<file path="config.mk">
export PLATFORM = sky130hd
export DESIGN_NAME = cpureg_core
export DESIGN_NICKNAME = d
export VERILOG_FILES = /design/src/include/cpureg_pkg.sv /design/src/logic/cpureg_core.sv
export SDC_FILE = /design/constraint.sdc
export NUM_CORES = 1
export LEC_CHECK = 0
export BUFFER_PORTS_ARGS = -buffer_cell sky130_fd_sc_hd__buf_2
export CAP_MARGIN = 20
export CORE_AREA = 5 5 187 189
export DETAILED_ROUTE_END_ITERATION = 8
export DIE_AREA = 0 0 192 194
export MAX_ROUTING_LAYER = met4
export PLACE_DENSITY = 0.46
export SLEW_MARGIN = 30
export SYNTH_ARGS = -nofsm -noshare
export SYNTH_HDL_FRONTEND = slang
export SYNTH_SLANG_ARGS = --single-unit
</file>
<file path="constraint.sdc">
create_clock -name clk -period 4.6 [get_ports clk]
set_input_delay 0.69 -clock clk [delete_from_list [all_inputs] [get_ports clk]]
set_output_delay 0.69 -clock clk [all_outputs]
set_load 0.01 [all_outputs]
</file>
<file path="src/include/cpureg_pkg.sv">
`default_nettype none
package cpureg_pkg;
   // ----------------------------------------------------------------
   // register map (byte addresses)
   // ----------------------------------------------------------------
   localparam logic [7:0] ADDR_ACC   = 8'h00;
   localparam logic [7:0] ADDR_X     = 8'h04;
   localparam logic [7:0] ADDR_Y     = 8'h08;
   localparam logic [7:0] ADDR_SP    = 8'h0c;
   localparam logic [7:0] ADDR_PC    = 8'h10;
   localparam logic [7:0] ADDR_FLAGS = 8'h14;
   localparam logic [7:0] ADDR_PAIR  = 8'h18;
   localparam logic [7:0] ADDR_EA    = 8'h1c;
   // ----------------------------------------------------------------
   // flag positions, reset values, stack limits
   // ----------------------------------------------------------------
   localparam int F_C = 0;
   localparam int F_Z = 1;
   localparam int F_I = 2;
   localparam int F_H = 3;
   localparam int F_B = 4;
   localparam int F_V = 6;
   localparam int F_N = 7;
   localparam logic [7:0]  FLAGS_RST  = 8'h00;
   localparam logic [7:0]  FLAGS_MASK = 8'hdf;
   localparam logic [7:0]  PC_HI_RST  = 8'hff;
   localparam logic [7:0]  PC_LO_RST  = 8'hfe;
   localparam logic [7:0]  STACK_TOP  = 8'h7f;
   localparam logic [7:0]  CALL_DEPTH = 8'h02;
   localparam logic [7:0]  INT_DEPTH  = 8'h03;
   // ----------------------------------------------------------------
   // core operations and carriers
   // ----------------------------------------------------------------
   typedef enum logic [4:0] {
      OP_NOP, OP_FETCH, OP_ADC, OP_SBC, OP_ASL, OP_ROR, OP_LDA,
      OP_INCX, OP_DECX, OP_INCY, OP_DECY, OP_CMPX, OP_CMPY,
      OP_TAX, OP_TAY, OP_BIT, OP_EI, OP_DI, OP_OVERFLOW_CLEAR_OP, OP_BRK,
      OP_CALL, OP_TABLE_CALL_OP, OP_IDXX, OP_IDXY
   } cpureg_op_type;
   typedef struct packed {
      cpureg_op_type op;
      logic [7:0]    operand;
      logic [15:0]   addr;
   } cpureg_req_type;
endpackage
`default_nettype wire

</file>
<file path="src/logic/cpureg_core.sv">
`timescale 1ns/1ps
`default_nettype none
module cpureg_core (
   input  wire logic                      clk,
   input  wire logic                      rst,
   input  wire logic                      psel,
   input  wire logic                      penable,
   input  wire logic                      pwrite,
   input  wire logic [7:0]                paddr,
   input  wire logic [31:0]               pwdata,
   output logic                           pready,
   output logic [31:0]                    prdata,
   output logic                           pslverr,
   input  wire cpureg_pkg::cpureg_req_type req,
   input  wire logic                      irq,
   output logic                           irq_ack,
   output logic [15:0]                    fetch_addr,
   output logic [15:0]                    eff_addr,
   output logic [15:0]                    index_accum_pair,
   output logic [7:0]                     stack_pointer,
   output logic [7:0]                     processor_flags_word
);
   import cpureg_pkg::*;

   logic [7:0]  acc_q;
   logic [7:0]  x_q;
   logic [7:0]  y_q;
   logic [7:0]  sp_q;
   logic [7:0]  pc_hi_q;
   logic [7:0]  pc_lo_q;
   logic [7:0]  fl_q;
   logic [15:0] ea_q;
   logic        ack_q;
   logic        rdy_q;
   logic        err_q;
   logic [31:0] rd_q;
   logic        wr_en;
   logic        take_irq;
   logic [8:0]  sum;
   logic [4:0]  sum_lo;
   logic [7:0]  res;
   logic [7:0]  fl_d;

   // ----------------------------------------------------------------
   // apb slave
   // ----------------------------------------------------------------
   // no wait state: ready rises in the first access cycle
   always_ff @(posedge clk) begin
      if (rst) begin
         rdy_q <= 1'b0;
      end else begin
         rdy_q <= psel && !penable && !rdy_q;
      end
   end

   // read data and error captured in the setup cycle
   always_ff @(posedge clk) begin
      if (rst) begin
         rd_q  <= 32'h0000_0000;
         err_q <= 1'b0;
      end else if (psel && !penable) begin
         err_q <= 1'b0;
         case (paddr)
            ADDR_ACC:   rd_q <= {24'h00_0000, acc_q};
            ADDR_X:     rd_q <= {24'h00_0000, x_q};
            ADDR_Y:     rd_q <= {24'h00_0000, y_q};
            ADDR_SP:    rd_q <= {24'h00_0000, sp_q};
            ADDR_PC:    rd_q <= {16'h0000, pc_hi_q, pc_lo_q};
            ADDR_FLAGS: rd_q <= {24'h00_0000, fl_q};
            ADDR_PAIR:  rd_q <= {16'h0000, y_q, acc_q};
            ADDR_EA:    rd_q <= {16'h0000, ea_q};
            default: begin
               rd_q  <= 32'h0000_0000;
               err_q <= 1'b1;
            end
         endcase
      end
   end

   assign wr_en    = psel && penable && rdy_q && pwrite;
   assign take_irq = irq && fl_q[F_I] && req.op == OP_NOP;

   // ----------------------------------------------------------------
   // alu
   // ----------------------------------------------------------------
   // one adder serves add, subtract and compare; subtract adds the inverse
   always_comb begin
      sum    = 9'h000;
      sum_lo = 5'h00;
      res    = 8'h00;
      case (req.op)
         OP_ADC: begin
            sum    = {1'b0, acc_q} + {1'b0, req.operand} + {8'h00, fl_q[F_C]};
            sum_lo = {1'b0, acc_q[3:0]} + {1'b0, req.operand[3:0]} + {4'h0, fl_q[F_C]};
         end
         OP_SBC: begin
            sum    = {1'b0, acc_q} + {1'b0, ~req.operand} + {8'h00, fl_q[F_C]};
            sum_lo = {1'b0, acc_q[3:0]} + {1'b0, ~req.operand[3:0]} + {4'h0, fl_q[F_C]};
         end
         OP_CMPX: sum = {1'b0, x_q} + {1'b0, ~req.operand} + 9'h001;
         OP_CMPY: sum = {1'b0, y_q} + {1'b0, ~req.operand} + 9'h001;
         OP_ASL:  sum = {acc_q, 1'b0};
         OP_ROR:  sum = {acc_q[0], fl_q[F_C], acc_q[7:1]};
         OP_LDA:  sum = {1'b0, req.operand};
         OP_INCX: sum = {1'b0, x_q + 8'h01};
         OP_DECX: sum = {1'b0, x_q - 8'h01};
         OP_INCY: sum = {1'b0, y_q + 8'h01};
         OP_DECY: sum = {1'b0, y_q - 8'h01};
         OP_TAX,
         OP_TAY:  sum = {1'b0, acc_q};
         OP_BIT:  sum = {1'b0, acc_q & req.operand};
         default: sum = 9'h000;
      endcase
      res = sum[7:0];
   end

   // ----------------------------------------------------------------
   // flags
   // ----------------------------------------------------------------
   always_comb begin
      fl_d = fl_q;
      case (req.op)
         OP_ADC, OP_SBC: begin
            fl_d[F_C] = sum[8];
            fl_d[F_H] = sum_lo[4];
            fl_d[F_V] = (acc_q[7] == (req.operand[7] ^ (req.op == OP_SBC)))
                        && (res[7] != acc_q[7]);
         end
         OP_ASL, OP_ROR, OP_CMPX, OP_CMPY: fl_d[F_C] = sum[8];
         OP_BIT: begin
            fl_d[F_V] = req.operand[6];
         end
         OP_EI:   fl_d[F_I] = 1'b1;
         OP_DI:   fl_d[F_I] = 1'b0;
         OP_OVERFLOW_CLEAR_OP: begin
            fl_d[F_V] = 1'b0;
            fl_d[F_H] = 1'b0;
         end
         OP_BRK:   fl_d[F_B] = 1'b1;
         OP_TABLE_CALL_OP: fl_d[F_B] = 1'b0;
         default: ;
      endcase
      case (req.op)
         OP_ADC, OP_SBC, OP_ASL, OP_ROR, OP_LDA, OP_INCX, OP_DECX,
         OP_INCY, OP_DECY, OP_CMPX, OP_CMPY, OP_TAX, OP_TAY, OP_BIT: begin
            fl_d[F_Z] = (res == 8'h00);
            fl_d[F_N] = (req.op == OP_BIT) ? req.operand[7] : res[7];
         end
         default: ;
      endcase
      if (take_irq) begin
         fl_d[F_I] = 1'b0;
      end
   end

   // servicing an interrupt beats a software write that would re-enable it
   always_ff @(posedge clk) begin
      if (rst) begin
         fl_q <= FLAGS_RST;
      end else if (wr_en && paddr == ADDR_FLAGS) begin
         fl_q      <= pwdata[7:0] & FLAGS_MASK;
         fl_q[F_I] <= pwdata[F_I] && !take_irq;
      end else begin
         fl_q <= fl_d & FLAGS_MASK;
      end
   end

   // ----------------------------------------------------------------
   // accumulator and index registers
   // ----------------------------------------------------------------
   always_ff @(posedge clk) begin
      if (rst) begin
         acc_q <= 8'h00;
      end else if (wr_en && paddr == ADDR_ACC) begin
         acc_q <= pwdata[7:0];
      end else if (req.op inside {OP_ADC, OP_SBC, OP_ASL, OP_ROR, OP_LDA}) begin
         acc_q <= res;
      end
   end

   // index registers count, take transfers and hold data like accumulators
   always_ff @(posedge clk) begin
      if (rst) begin
         x_q <= 8'h00;
         y_q <= 8'h00;
      end else begin
         if (wr_en && paddr == ADDR_X) begin
            x_q <= pwdata[7:0];
         end else if (req.op inside {OP_INCX, OP_DECX, OP_TAX}) begin
            x_q <= res;
         end
         if (wr_en && paddr == ADDR_Y) begin
            y_q <= pwdata[7:0];
         end else if (req.op inside {OP_INCY, OP_DECY, OP_TAY}) begin
            y_q <= res;
         end
      end
   end

   // indexed address: carry out of 16 bits wraps around
   always_ff @(posedge clk) begin
      if (rst) begin
         ea_q <= 16'h0000;
      end else if (req.op == OP_IDXX) begin
         ea_q <= req.addr + {8'h00, x_q};
      end else if (req.op == OP_IDXY) begin
         ea_q <= req.addr + {8'h00, y_q};
      end
   end

   // ----------------------------------------------------------------
   // stack pointer
   // ----------------------------------------------------------------
   // no reset on purpose: software must load it, a bench sees x until then
   always_ff @(posedge clk) begin
      if (wr_en && paddr == ADDR_SP) begin
         sp_q <= pwdata[7:0];
      end else if (req.op inside {OP_CALL, OP_TABLE_CALL_OP}) begin
         sp_q <= (sp_q - CALL_DEPTH) & STACK_TOP;
      end else if (req.op == OP_BRK || take_irq) begin
         sp_q <= (sp_q - INT_DEPTH) & STACK_TOP;
      end
   end

   // ----------------------------------------------------------------
   // program counter and interrupt acknowledge
   // ----------------------------------------------------------------
   // fetch address only: no store path toward program memory exists
   always_ff @(posedge clk) begin
      if (rst) begin
         pc_hi_q <= PC_HI_RST;
         pc_lo_q <= PC_LO_RST;
      end else if (wr_en && paddr == ADDR_PC) begin
         {pc_hi_q, pc_lo_q} <= pwdata[15:0];
      end else if (req.op inside {OP_CALL, OP_TABLE_CALL_OP, OP_BRK} || take_irq) begin
         {pc_hi_q, pc_lo_q} <= req.addr;
      end else if (req.op == OP_FETCH) begin
         {pc_hi_q, pc_lo_q} <= {pc_hi_q, pc_lo_q} + 16'h0001;
      end
   end

   always_ff @(posedge clk) begin
      if (rst) begin
         ack_q <= 1'b0;
      end else begin
         ack_q <= take_irq;
      end
   end

   // ----------------------------------------------------------------
   // outputs
   // ----------------------------------------------------------------
   assign pready               = rdy_q;
   assign prdata               = rd_q;
   assign pslverr              = err_q;
   assign irq_ack              = ack_q;
   assign fetch_addr           = {pc_hi_q, pc_lo_q};
   assign eff_addr             = ea_q;
   assign index_accum_pair     = {y_q, acc_q};
   assign stack_pointer        = sp_q;
   assign processor_flags_word = fl_q;
endmodule
`default_nettype wire

</file>
==> impl_results.md, run 1 <==
* Outcome: completed
* Placed Instances at approximately 1,600
* Site Rows at 67
* TritonCTS Buffers at 9
* Nets@finish at 1,346
* Pre-antenna DRT Iters at 6
* DRC viols at 0
* Non-filler cells, final at between 1,500 and 2,000
* CTS tree: built
* Vias in the first global route at 8,550
* Vias at 8,930
* Unrepaired setup endpoints after global routing: no
* Share of layout cells above drive strength 1 at 0.174
* Yosys Warn Count at 0
* Filler instances at ~3,700
* Largest net degree at the start of global routing at 57
* Element type at the critical path end: register
* Crit path launch type: input port
* Total GRT Usage at 0.192
* Grt ovf at 0
* Pwr dens at around 240 nW/µm²
* Post-DP HPWL at 27,900 µm
* Die width at 192 µm
* Post-Syn Area per Cell at 7.47 µm²
* Final Hold Fails at 0
* Routed WL at 35,700 µm
* Post-synth EDFFs at 8
* Cell variety after synth at 77
* Root Driver: clkbuf_16
* Ys async rst share at 0
* Maximum clock rate at ~250 MHz
* Post-cts gate resize count at 0
* Yosys reg bits at 90
* Final ANT Viol Nets at 0
* Largest area contributor in the netlist: dfxtp_1
* Post-CTS setup buffer count at 0
* CP Class: input port to register
* Setup TNS at 0 ps
* IO Port Bufs at 140
* Register Area at 1880 µm²
* Most frequent cells in the layout: nor2_1, buf_2, a21oi_1
* Crit share post-route at 0.858
* Peak supply drop at approximately 0.15 mV
* CP required at roughly 4800 ps
* Maximum buffer depth of the clock tree at 2
* Commonest non-fill, non-tap cell in the layout: nor2_1
* Wire per inst at between 20 and 25 µm
* Initial Util at 0.246
* Max-slew headroom at 0.359
* Max FO, Critical Path at 6
* Initial DRC Count at ~800
* Max-Cap Viols at 0
* Fin. max-slew vios at 0
* Leakage at 3.94 nW
* Dominant synthesized flop cell: dfxtp_1
* Worst hold path class: register to register
* H-Tree Depth at 3
* Antenna violations before repair at 2
* First-pass GRT wire length at 53,600 µm
* Tmin final at ~4000 ps
* Setup Viol. Count Final at 0
* Area Overhead vs Synth at 18.6%
* Clk_skew at ~9.5 ps
* Clk_lat worst skew at between 300 and 400 ps
* Sequential element share of the synthesized area at 0.231
* Netlist Area Pre-Place at 8150 µm²
* CP Data Arrival Time at between 4000 and 5000 ps
* Vias per cell at between 5 and 6
* IO Pins at 174
* Core ar. at 33,100 µm²
* Synth top area cells: dfxtp_1, ha_1, nor2_1, a21oi_1, nand2_1
* Worst-Margin Slew at between 900 and 1000 ps
* Clock sink total at 90
* Routability Congestion at 0.880
* Clk slew on worst S/H paths at 70 ps
* Multi-input logic area at 5860 µm²
* Die Height at roughly 190 µm
* Synthesized instance count at between 1,000 and 1,500
* Yosys top cell area share at 0.201
* Die area at ~37,000 µm²
* Post-CTS Hold Fix Bufs at 0
worst max-delay path: stages:
cell and delay, ps:
buf_2 90, nor2b_1 310, nand3_1 190, nor2_1 370, nand2_1 90, o21ai_0 180
ha_1 310, a21o_1 180, a21o_1 210, a2111oi_0 740, or3_1 220, nand3_1 130
and3_1 230, xnor2_1 130, a21oi_1 80
per-layer routing:
layer	routed length [µm]	part of all wire	vias up	GRT usage
met5	0	0	-	-
met4	900	0.025	0	0.0539
met3	2140	0.060	55	0.0290
met2	16600	0.47	368	0.302
met1	16100	0.45	4296	0.257
li1	-	-	4211	-
Yosys cell counts (6+ instances only):
cell type    n
o211ai_1     8
a22oi_1     20
a211oi_1    22
o22ai_1     11
o31ai_1      9
and3_1      12
o221ai_1     9
o21ai_0     55
or3_1       12
buf_4       17
a21o_1      14
nand2b_1     8
a222oi_1    14
buf_1        7
a21oi_1    102
nor2b_1     19
nor4_1       6
edfxtp_1     8
dfxtp_1     82
mux2i_1      6
o21bai_1     7
xor2_1      17
o21a_1       8
nor3_1      35
nor3b_1      8
a221oi_1     8
mux2_2       6
xnor2_1     33
nand2_1    101
clkbuf_1    43
nor2_1     145
fa_1         9
inv_1       38
ha_1        55
buf_2        6
nand3_1     38
where the power goes:
part	internal, mW	switching (mW)	leakage, nW
clock	0.526	0.336	0.172
sequential	0.817	0.0579	0.741
combinational	0.210	0.352	3.03
cells by family after synthesis:
family | share of synthesized area
DFF | 0.231
and+or+nand+nor | 0.247
adders and majority gates | 0.107
muxes | 0.0267
other | 0.000460
xor gates and xnor gates | 0.0557
AOI/OAI and AO/OA | 0.271
buffers and inverters | 0.0619
state kept, by name, summed over array words and instances (netlist names):
register / count
eff_addr: 16
prdata: 16
acc_q: 8
pc_hi_q: 8
pc_lo_q: 8
stack_pointer: 8
x_q: 8
y_q: 8
processor_flags_word: 7
irq_ack: 1
pready: 1
pslverr: 1
path summary, 6_finish.rpt:
check / startpoint / end / slack, ps / cells past startpoint
worst max register to register: acc_q[4] / processor_flags_word[7] / 1270 / 9
worst max-delay path: req[26] / eff_addr[13] / 650 / 15
worst min-delay path: prdata[6] / prdata[6] / 450 / 2
worst min register to register: prdata[6] / prdata[6] / 450 / 2
area by class of cell:
class / instances / area share
clock inverters: 5 / 0.00828
multi-input cells: 904 / 0.606
repair buffers: 163 / 0.0903
flip-flops and latches: 90 / 0.195
diodes: 2 / 0.000518
clock buffers: 11 / 0.0273
inverters: 39 / 0.0153
well taps: 448 / 0.0580
per-stage QoR:
stage / utilization / area, µm² / setup WS, ps / hold slack (ps) / total power [mW]
4_1_cts: 0.292 / 9660 / 643 / 454 / 2.31
3_5_place_dp: 0.281 / 9310 / 277 / 445 / 1.45
3_3_place_gp: 0.281 / 9310 / 377 / 442 / 1.44
2_1_floorplan: - / 8210 / 359 / 476 / 1.24
6_report: 0.292 / 9670 / 653 / 452 / 2.30
5_1_grt: 0.292 / 9670 / 280 / 480 / 2.40
(Power assumes the default switching activity.)
==> run 2, diff against run 1 <==
--- a/config.mk
+++ b/config.mk
@@ -7,11 +7,12 @@
 export LEC_CHECK = 0
 export BUFFER_PORTS_ARGS = -buffer_cell sky130_fd_sc_hd__buf_2
 export CAP_MARGIN = 20
-export CORE_AREA = 5 5 187 189
+export CORE_AREA = 5 5 127 129
 export DETAILED_ROUTE_END_ITERATION = 8
-export DIE_AREA = 0 0 192 194
+export DIE_AREA = 0 0 132 134
 export MAX_ROUTING_LAYER = met4
-export PLACE_DENSITY = 0.46
+export PLACE_DENSITY = 0.85
+export RECOVER_POWER = 25
 export SLEW_MARGIN = 30
 export SYNTH_ARGS = -nofsm -noshare
 export SYNTH_HDL_FRONTEND = slang
==> run 2 against run 1 <==
- non-clock buffer count is 8 lower
- largest cell class unchanged
- first-iteration DRC count is 24% higher
- register-to-register slack worse by 200 ps
- clock skew hardly changed
- the flow now finishes with violations (DRC)
- core utilization is 32 points higher
- critical path depth is 1 higher
- die area is 53% lower
- count of clock-buffer cells in the layout is 2 lower
- combinational power is 5.7% lower
- worst setup slack better by 190 ps
==> impl_results.md, run 2 (synthesized netlist as in run 1, its figures left out) <==
* Crit share post-route at 0.817
* Hold Startpoint: prdata[6]
* CTS tree: built
* IO Port Bufs at 140
* CP required at between 4000 and 5000 ps
* Post-DP Area at between 8000 and 9000 µm²
* Die Height at 134 µm
* Post-CTS setup buffer count at 0
* Peak supply drop at 0.217 mV
* DRC viols at 2
* Overall power at approximately 2.2 mW
* Clk slew on worst S/H paths at roughly 70 ps
* Antenna cells at 0
* Pre-CTS setup slack at ~520 ps
* Worst hold margin at about 460 ps
* Most frequent cells in the layout: nor2_1, a21oi_1, nand2_1
* Routability Congestion at between 1 and 1.5
* CP Data Arrival Time at slightly below 4000 ps
* Worst Setup Slack, final at ~840 ps
* Non-filler cells, final at approximately 1,400
* Initial Util at 0.546
* Grt ovf at 0
* Pre-antenna DRT Iters at 9
* Antenna violations before repair at 0
* Failing checks: DRC
* Clk_lat worst skew at 360 ps
* R2R Path End: eff_addr[13]
* Post-DP HPWL at approximately 22,000 µm
* Final core occ at 0.617
* Die width at around 130 µm
* Total GRT Usage at 0.325
* Reg2reg setup slack at around 1100 ps
* CP Cell Sequence: buf_2, nor2b_1, nand3_1, nor2_1, buf_4, nand2_1, o21ai_0, ha_1, a21o_1, a21o_1, a2111oi_0, or3_1, nand3_1, and3_1, xnor2_1, a21oi_1
* Pwr dens at 238 nW/µm²
* TritonCTS Buffers at 9
* Max FO, Critical Path at 8
* Crit path launch type: input port
* Unrepaired setup endpoints after global routing: no
* Maximum buffer depth of the clock tree at 2
* Hold path cells at 2
* H-Tree Depth at 3
* Tmin final at roughly 3800 ps
* Share of layout cells above drive strength 1 at 0.131
* Vias per cell at approximately 6.6
* Post-Layout Inst Area at 9200 µm²
* Outcome: complete, but fails checks
* Worst-Margin Slew at 1000 ps
* Maximum clock rate at 266 MHz
* Routed WL at 29,100 µm
* Site Rows at 45
* Slowest CP cell: a2111oi_0
* Setup Viol. Count Final at 0
* Element type at the critical path end: register
* Area Overhead vs Synth at 12.9%
* CP max stage delay at 710 ps
* Vias in the first global route at between 8,000 and 9,000
* Leakage at 3.70 nW
* Wire per inst at between 20 and 25 µm
* Nets@finish at around 1,300
* Setup TNS at 0 ps
* Fin. max-slew vios at 0
* Post-CTS Hold Fix Bufs at 0
* Clock sink total at 90
* Largest net degree at the start of global routing at 58
* Worst hold path class: register to register
* Worst r2r src: y_q[1]
* First-pass GRT wire length at around 45,000 µm
* Vias at a little over 9,000
* Placed Instances at between 1,000 and 1,500
* CP Class: input port to register
* Initial DRC Count at a little under 1,000
* Final ANT Viol Nets at 0
* Post-cts gate resize count at 0
* Hold endpoint: prdata[6]
* Root Driver: clkbuf_16
* Cell count of the worst reg-to-reg path at 11
* Clk_skew at 9.17 ps
* Die area at between 15,000 and 20,000 µm²
* IO Pins at roughly 170
* Max-slew headroom at 0.333
* Final Hold Fails at 0
* Core ar. at around 15,000 µm²
* CP Launch Point: req[26]
* Commonest non-fill, non-tap cell in the layout: nor2_1
* Max-Cap Viols at 0
[run 2: worst max-delay path by stage]
stage,to,slack [ps],cells past startpoint
after floorplan,eff_addr[13],360,15
after global placement,eff_addr[13],590,16
after detailed placement,eff_addr[13],520,16
after CTS,eff_addr[13],890,16
after global routing,eff_addr[13],540,16
final,eff_addr[13],840,16
[run 2: routing by layer]
metal	vias to the layer above	global-route usage	routed length [µm]
met4	0	0.163	1610
met2	572	0.518	13400
met5	-	-	0
li1	4191	-	-
met3	147	0.0585	2900
met1	4228	0.397	11300
[run 2: worst max-delay path: cells and delay by family]
family          cells  cell delay, ps
compound gates      5            1320
simple gates        7            1200
xor+xnor            1             140
buf+inv             2             290
fa+ha+maj           1             300
[run 2: area by class of cell]
cell class	instances	area [µm²]
clock buffer	9	225
clock inverter	7	83.8
fill	1372	5720
inverter	39	148
multi-input combinational	904	5870
sequential	90	1880
tap	188	235
timing repair buffer	155	759
[run 2: power breakdown]
| group | leakage, nW | internal, mW | switching (mW) |
|---|---|---|---|
| registers | 0.741 | 0.817 | 0.0606 |
| clock network | 0.149 | 0.431 | 0.349 |
| logic | 2.81 | 0.205 | 0.325 |
==> run 3, diff against run 2 <==
--- a/config.mk
+++ b/config.mk
@@ -7,11 +7,11 @@
 export LEC_CHECK = 0
 export BUFFER_PORTS_ARGS = -buffer_cell sky130_fd_sc_hd__buf_2
 export CAP_MARGIN = 20
-export CORE_AREA = 5 5 127 129
+export CORE_AREA = 5 5 133 135
 export DETAILED_ROUTE_END_ITERATION = 8
-export DIE_AREA = 0 0 132 134
+export DIE_AREA = 0 0 138 140
 export MAX_ROUTING_LAYER = met4
-export PLACE_DENSITY = 0.85
+export PLACE_DENSITY = 0.81
 export RECOVER_POWER = 25
 export SLEW_MARGIN = 30
 export SYNTH_ARGS = -nofsm -noshare
==> constraint.sdc (replaced) <==
create_clock -name clk -period 3.3 [get_ports clk]
set_input_delay 0.495 -clock clk [delete_from_list [all_inputs] [get_ports clk]]
set_output_delay 0.495 -clock clk [all_outputs]
set_load 0.01 [all_outputs]
==> run 3 against run 2 <==
- the run ends with capacitance limit, slew limit left
- first-iteration DRC count up 4.3%
- core utilization fell by 2.6 points
- routed wire length grew 4.8%
- non-clock buffer count up 53
- sequential power is 38% higher
- clock power rose by 35%
- combinational power is 53% higher
- via count increased by 1.3%
- critical endpoint is now acc_q[7]
==> impl_results.md, run 3 (synthesized netlist as in run 1, its figures left out) <==
* Antenna violations before repair at 1
* IO Port Bufs at between 100 and 150
* Peak supply drop at ~0.31 mV
* Vias in the first global route at 8,759
* CP Class: input port to register
* Crit path launch type: input port
* CP Data Arrival Time at around 3300 ps
* Max FO, Critical Path at 6
* Initial DRC Count at between 1,000 and 1,500
* Wire per inst at around 21 µm
* Initial Util at 0.499
* Area Overhead vs Synth at 18.5%
* Tmin final at 3020 ps
* Max-Cap Viols at 1
* Post-CTS Hold Fix Bufs at 0
* Pwr dens at between 300 and 400 nW/µm²
* Fin. max-slew vios at 37
* Worst hold margin at 348 ps
* Failing checks: capacitance limit, slew limit
* Die width at between 100 and 150 µm
* Root Driver: clkbuf_16
* Total GRT Usage at 0.314
* Outcome: complete, but fails checks
* Setup Viol. Count Final at 0
* Largest net degree at the start of global routing at 37
* Die Height at 140 µm
* Post-CTS setup buffer count at 0
* Overall power at 3.07 mW
* Crit share post-route at 0.915
* Worst-Margin Slew at between 1500 and 2000 ps
* Clock sink total at 90
* Nets@finish at between 1,000 and 1,500
* First-pass GRT wire length at 47,800 µm
* Element type at the critical path end: register
* Post-DP HPWL at around 24,000 µm
* Core ar. at 16,300 µm²
* Filler instances at roughly 1,500
* TritonCTS Buffers at 9
* CP required at around 3500 ps
* Clk_skew at slightly above 10 ps
* Max-slew headroom at -0.0450
* Grt ovf at 0
* H-Tree Depth at 3
* Vias at 9,259
* IO Pins at between 150 and 200
* Routed WL at just over 30,000 µm
* Worst hold path class: input port to register
* Post-cts gate resize count at 0
* Final ANT Viol Nets at 0
* CTS tree: built
* Vias per cell at 6.26
* Leakage at 3.97 nW
* Maximum buffer depth of the clock tree at 2
* Maximum clock rate at roughly 330 MHz
* Final core occ at 0.591
* Site Rows at 47
* DRC viols at 0
* Clk slew on worst S/H paths at roughly 70 ps
* Die area at slightly below 20,000 µm²
* Clk_lat worst skew at roughly 360 ps
* Routability Congestion at 0.991
* Commonest non-fill, non-tap cell in the layout: nor2_1
* Pre-antenna DRT Iters at 6
* Final Hold Fails at 0
* Unrepaired setup endpoints after global routing: no
* Share of layout cells above drive strength 1 at 0.168
* Most frequent cells in the layout: nor2_1, a21oi_1, nand2_1
==> run 3: cell types whose count changed in the layout (fill, tap and decap cells not counted), moves of 2 or more <==
cell / before / now
nor3_2: 3 / 1
clkinv_8: 0 / 2
clkbuf_1: 43 / 45
buf_4: 15 / 65
nor3_1: 33 / 35
inv_6: 2 / 0
==> run 3: critical path, stage by stage <==
cell,delay [ps]
buf_2,120
nor3b_1,270
nand2_1,190
inv_1,180
ha_1,260
a21oi_1,180
o211ai_1,140
o41ai_1,470
xnor2_1,180
nor2_1,80
nor4_4,230
buf_4,210
nand2_1,60
a22o_1,200
==> run 3: power by group <==
| group | internal, mW | switching, mW |
|---|---|---|
| clock network | 0.539 | 0.513 |
| registers | 1.14 | 0.0688 |
| logic | 0.323 | 0.486 |
==> run 3: metrics by stage <==
stage                     instances  setup TNS [ps]  setup slack [ps]  cell area [µm²]
after global routing           1478               0              35.7             9660
after floorplan                1107               0              43.2             8290
after global placement         1461               0              16.2             9400
final                          1478               0               282             9660
after CTS                      1477               0               303             9720
after detailed placement       1461            -125             -46.5             9410
==> run 3: path summary, 6_finish.rpt <==
| kind | from | endpoint | slack, ps | depth (start not counted) |
|---|---|---|---|---|
| setup / recovery | req[28] | acc_q[7] | 280 | 14 |
| hold / removal | pwdata[12] | pc_hi_q[4] | 350 | 3 |
| setup reg to reg | acc_q[0] | processor_flags_word[1] | 280 | 11 |
| hold reg to reg | prdata[6] | prdata[6] | 450 | 2 |
==> run 3: routing by layer <==
layer	routed length, µm	global-route usage
met2	13900	0.503
met5	0	-
met3	3250	0.0481
met1	11800	0.387
met4	1540	0.153
==> run 3: cell type report <==
class                   count  area (µm²)  area share
diodes                      1        2.50    0.000259
clock buffers               9         225      0.0233
clock inverters             7        81.3     0.00842
inverters                  39         148      0.0153
multi-input cells         904        5880       0.609
flip-flops and latches     90        1880       0.195
well taps                 220         275      0.0285
repair buffers            208        1160       0.120
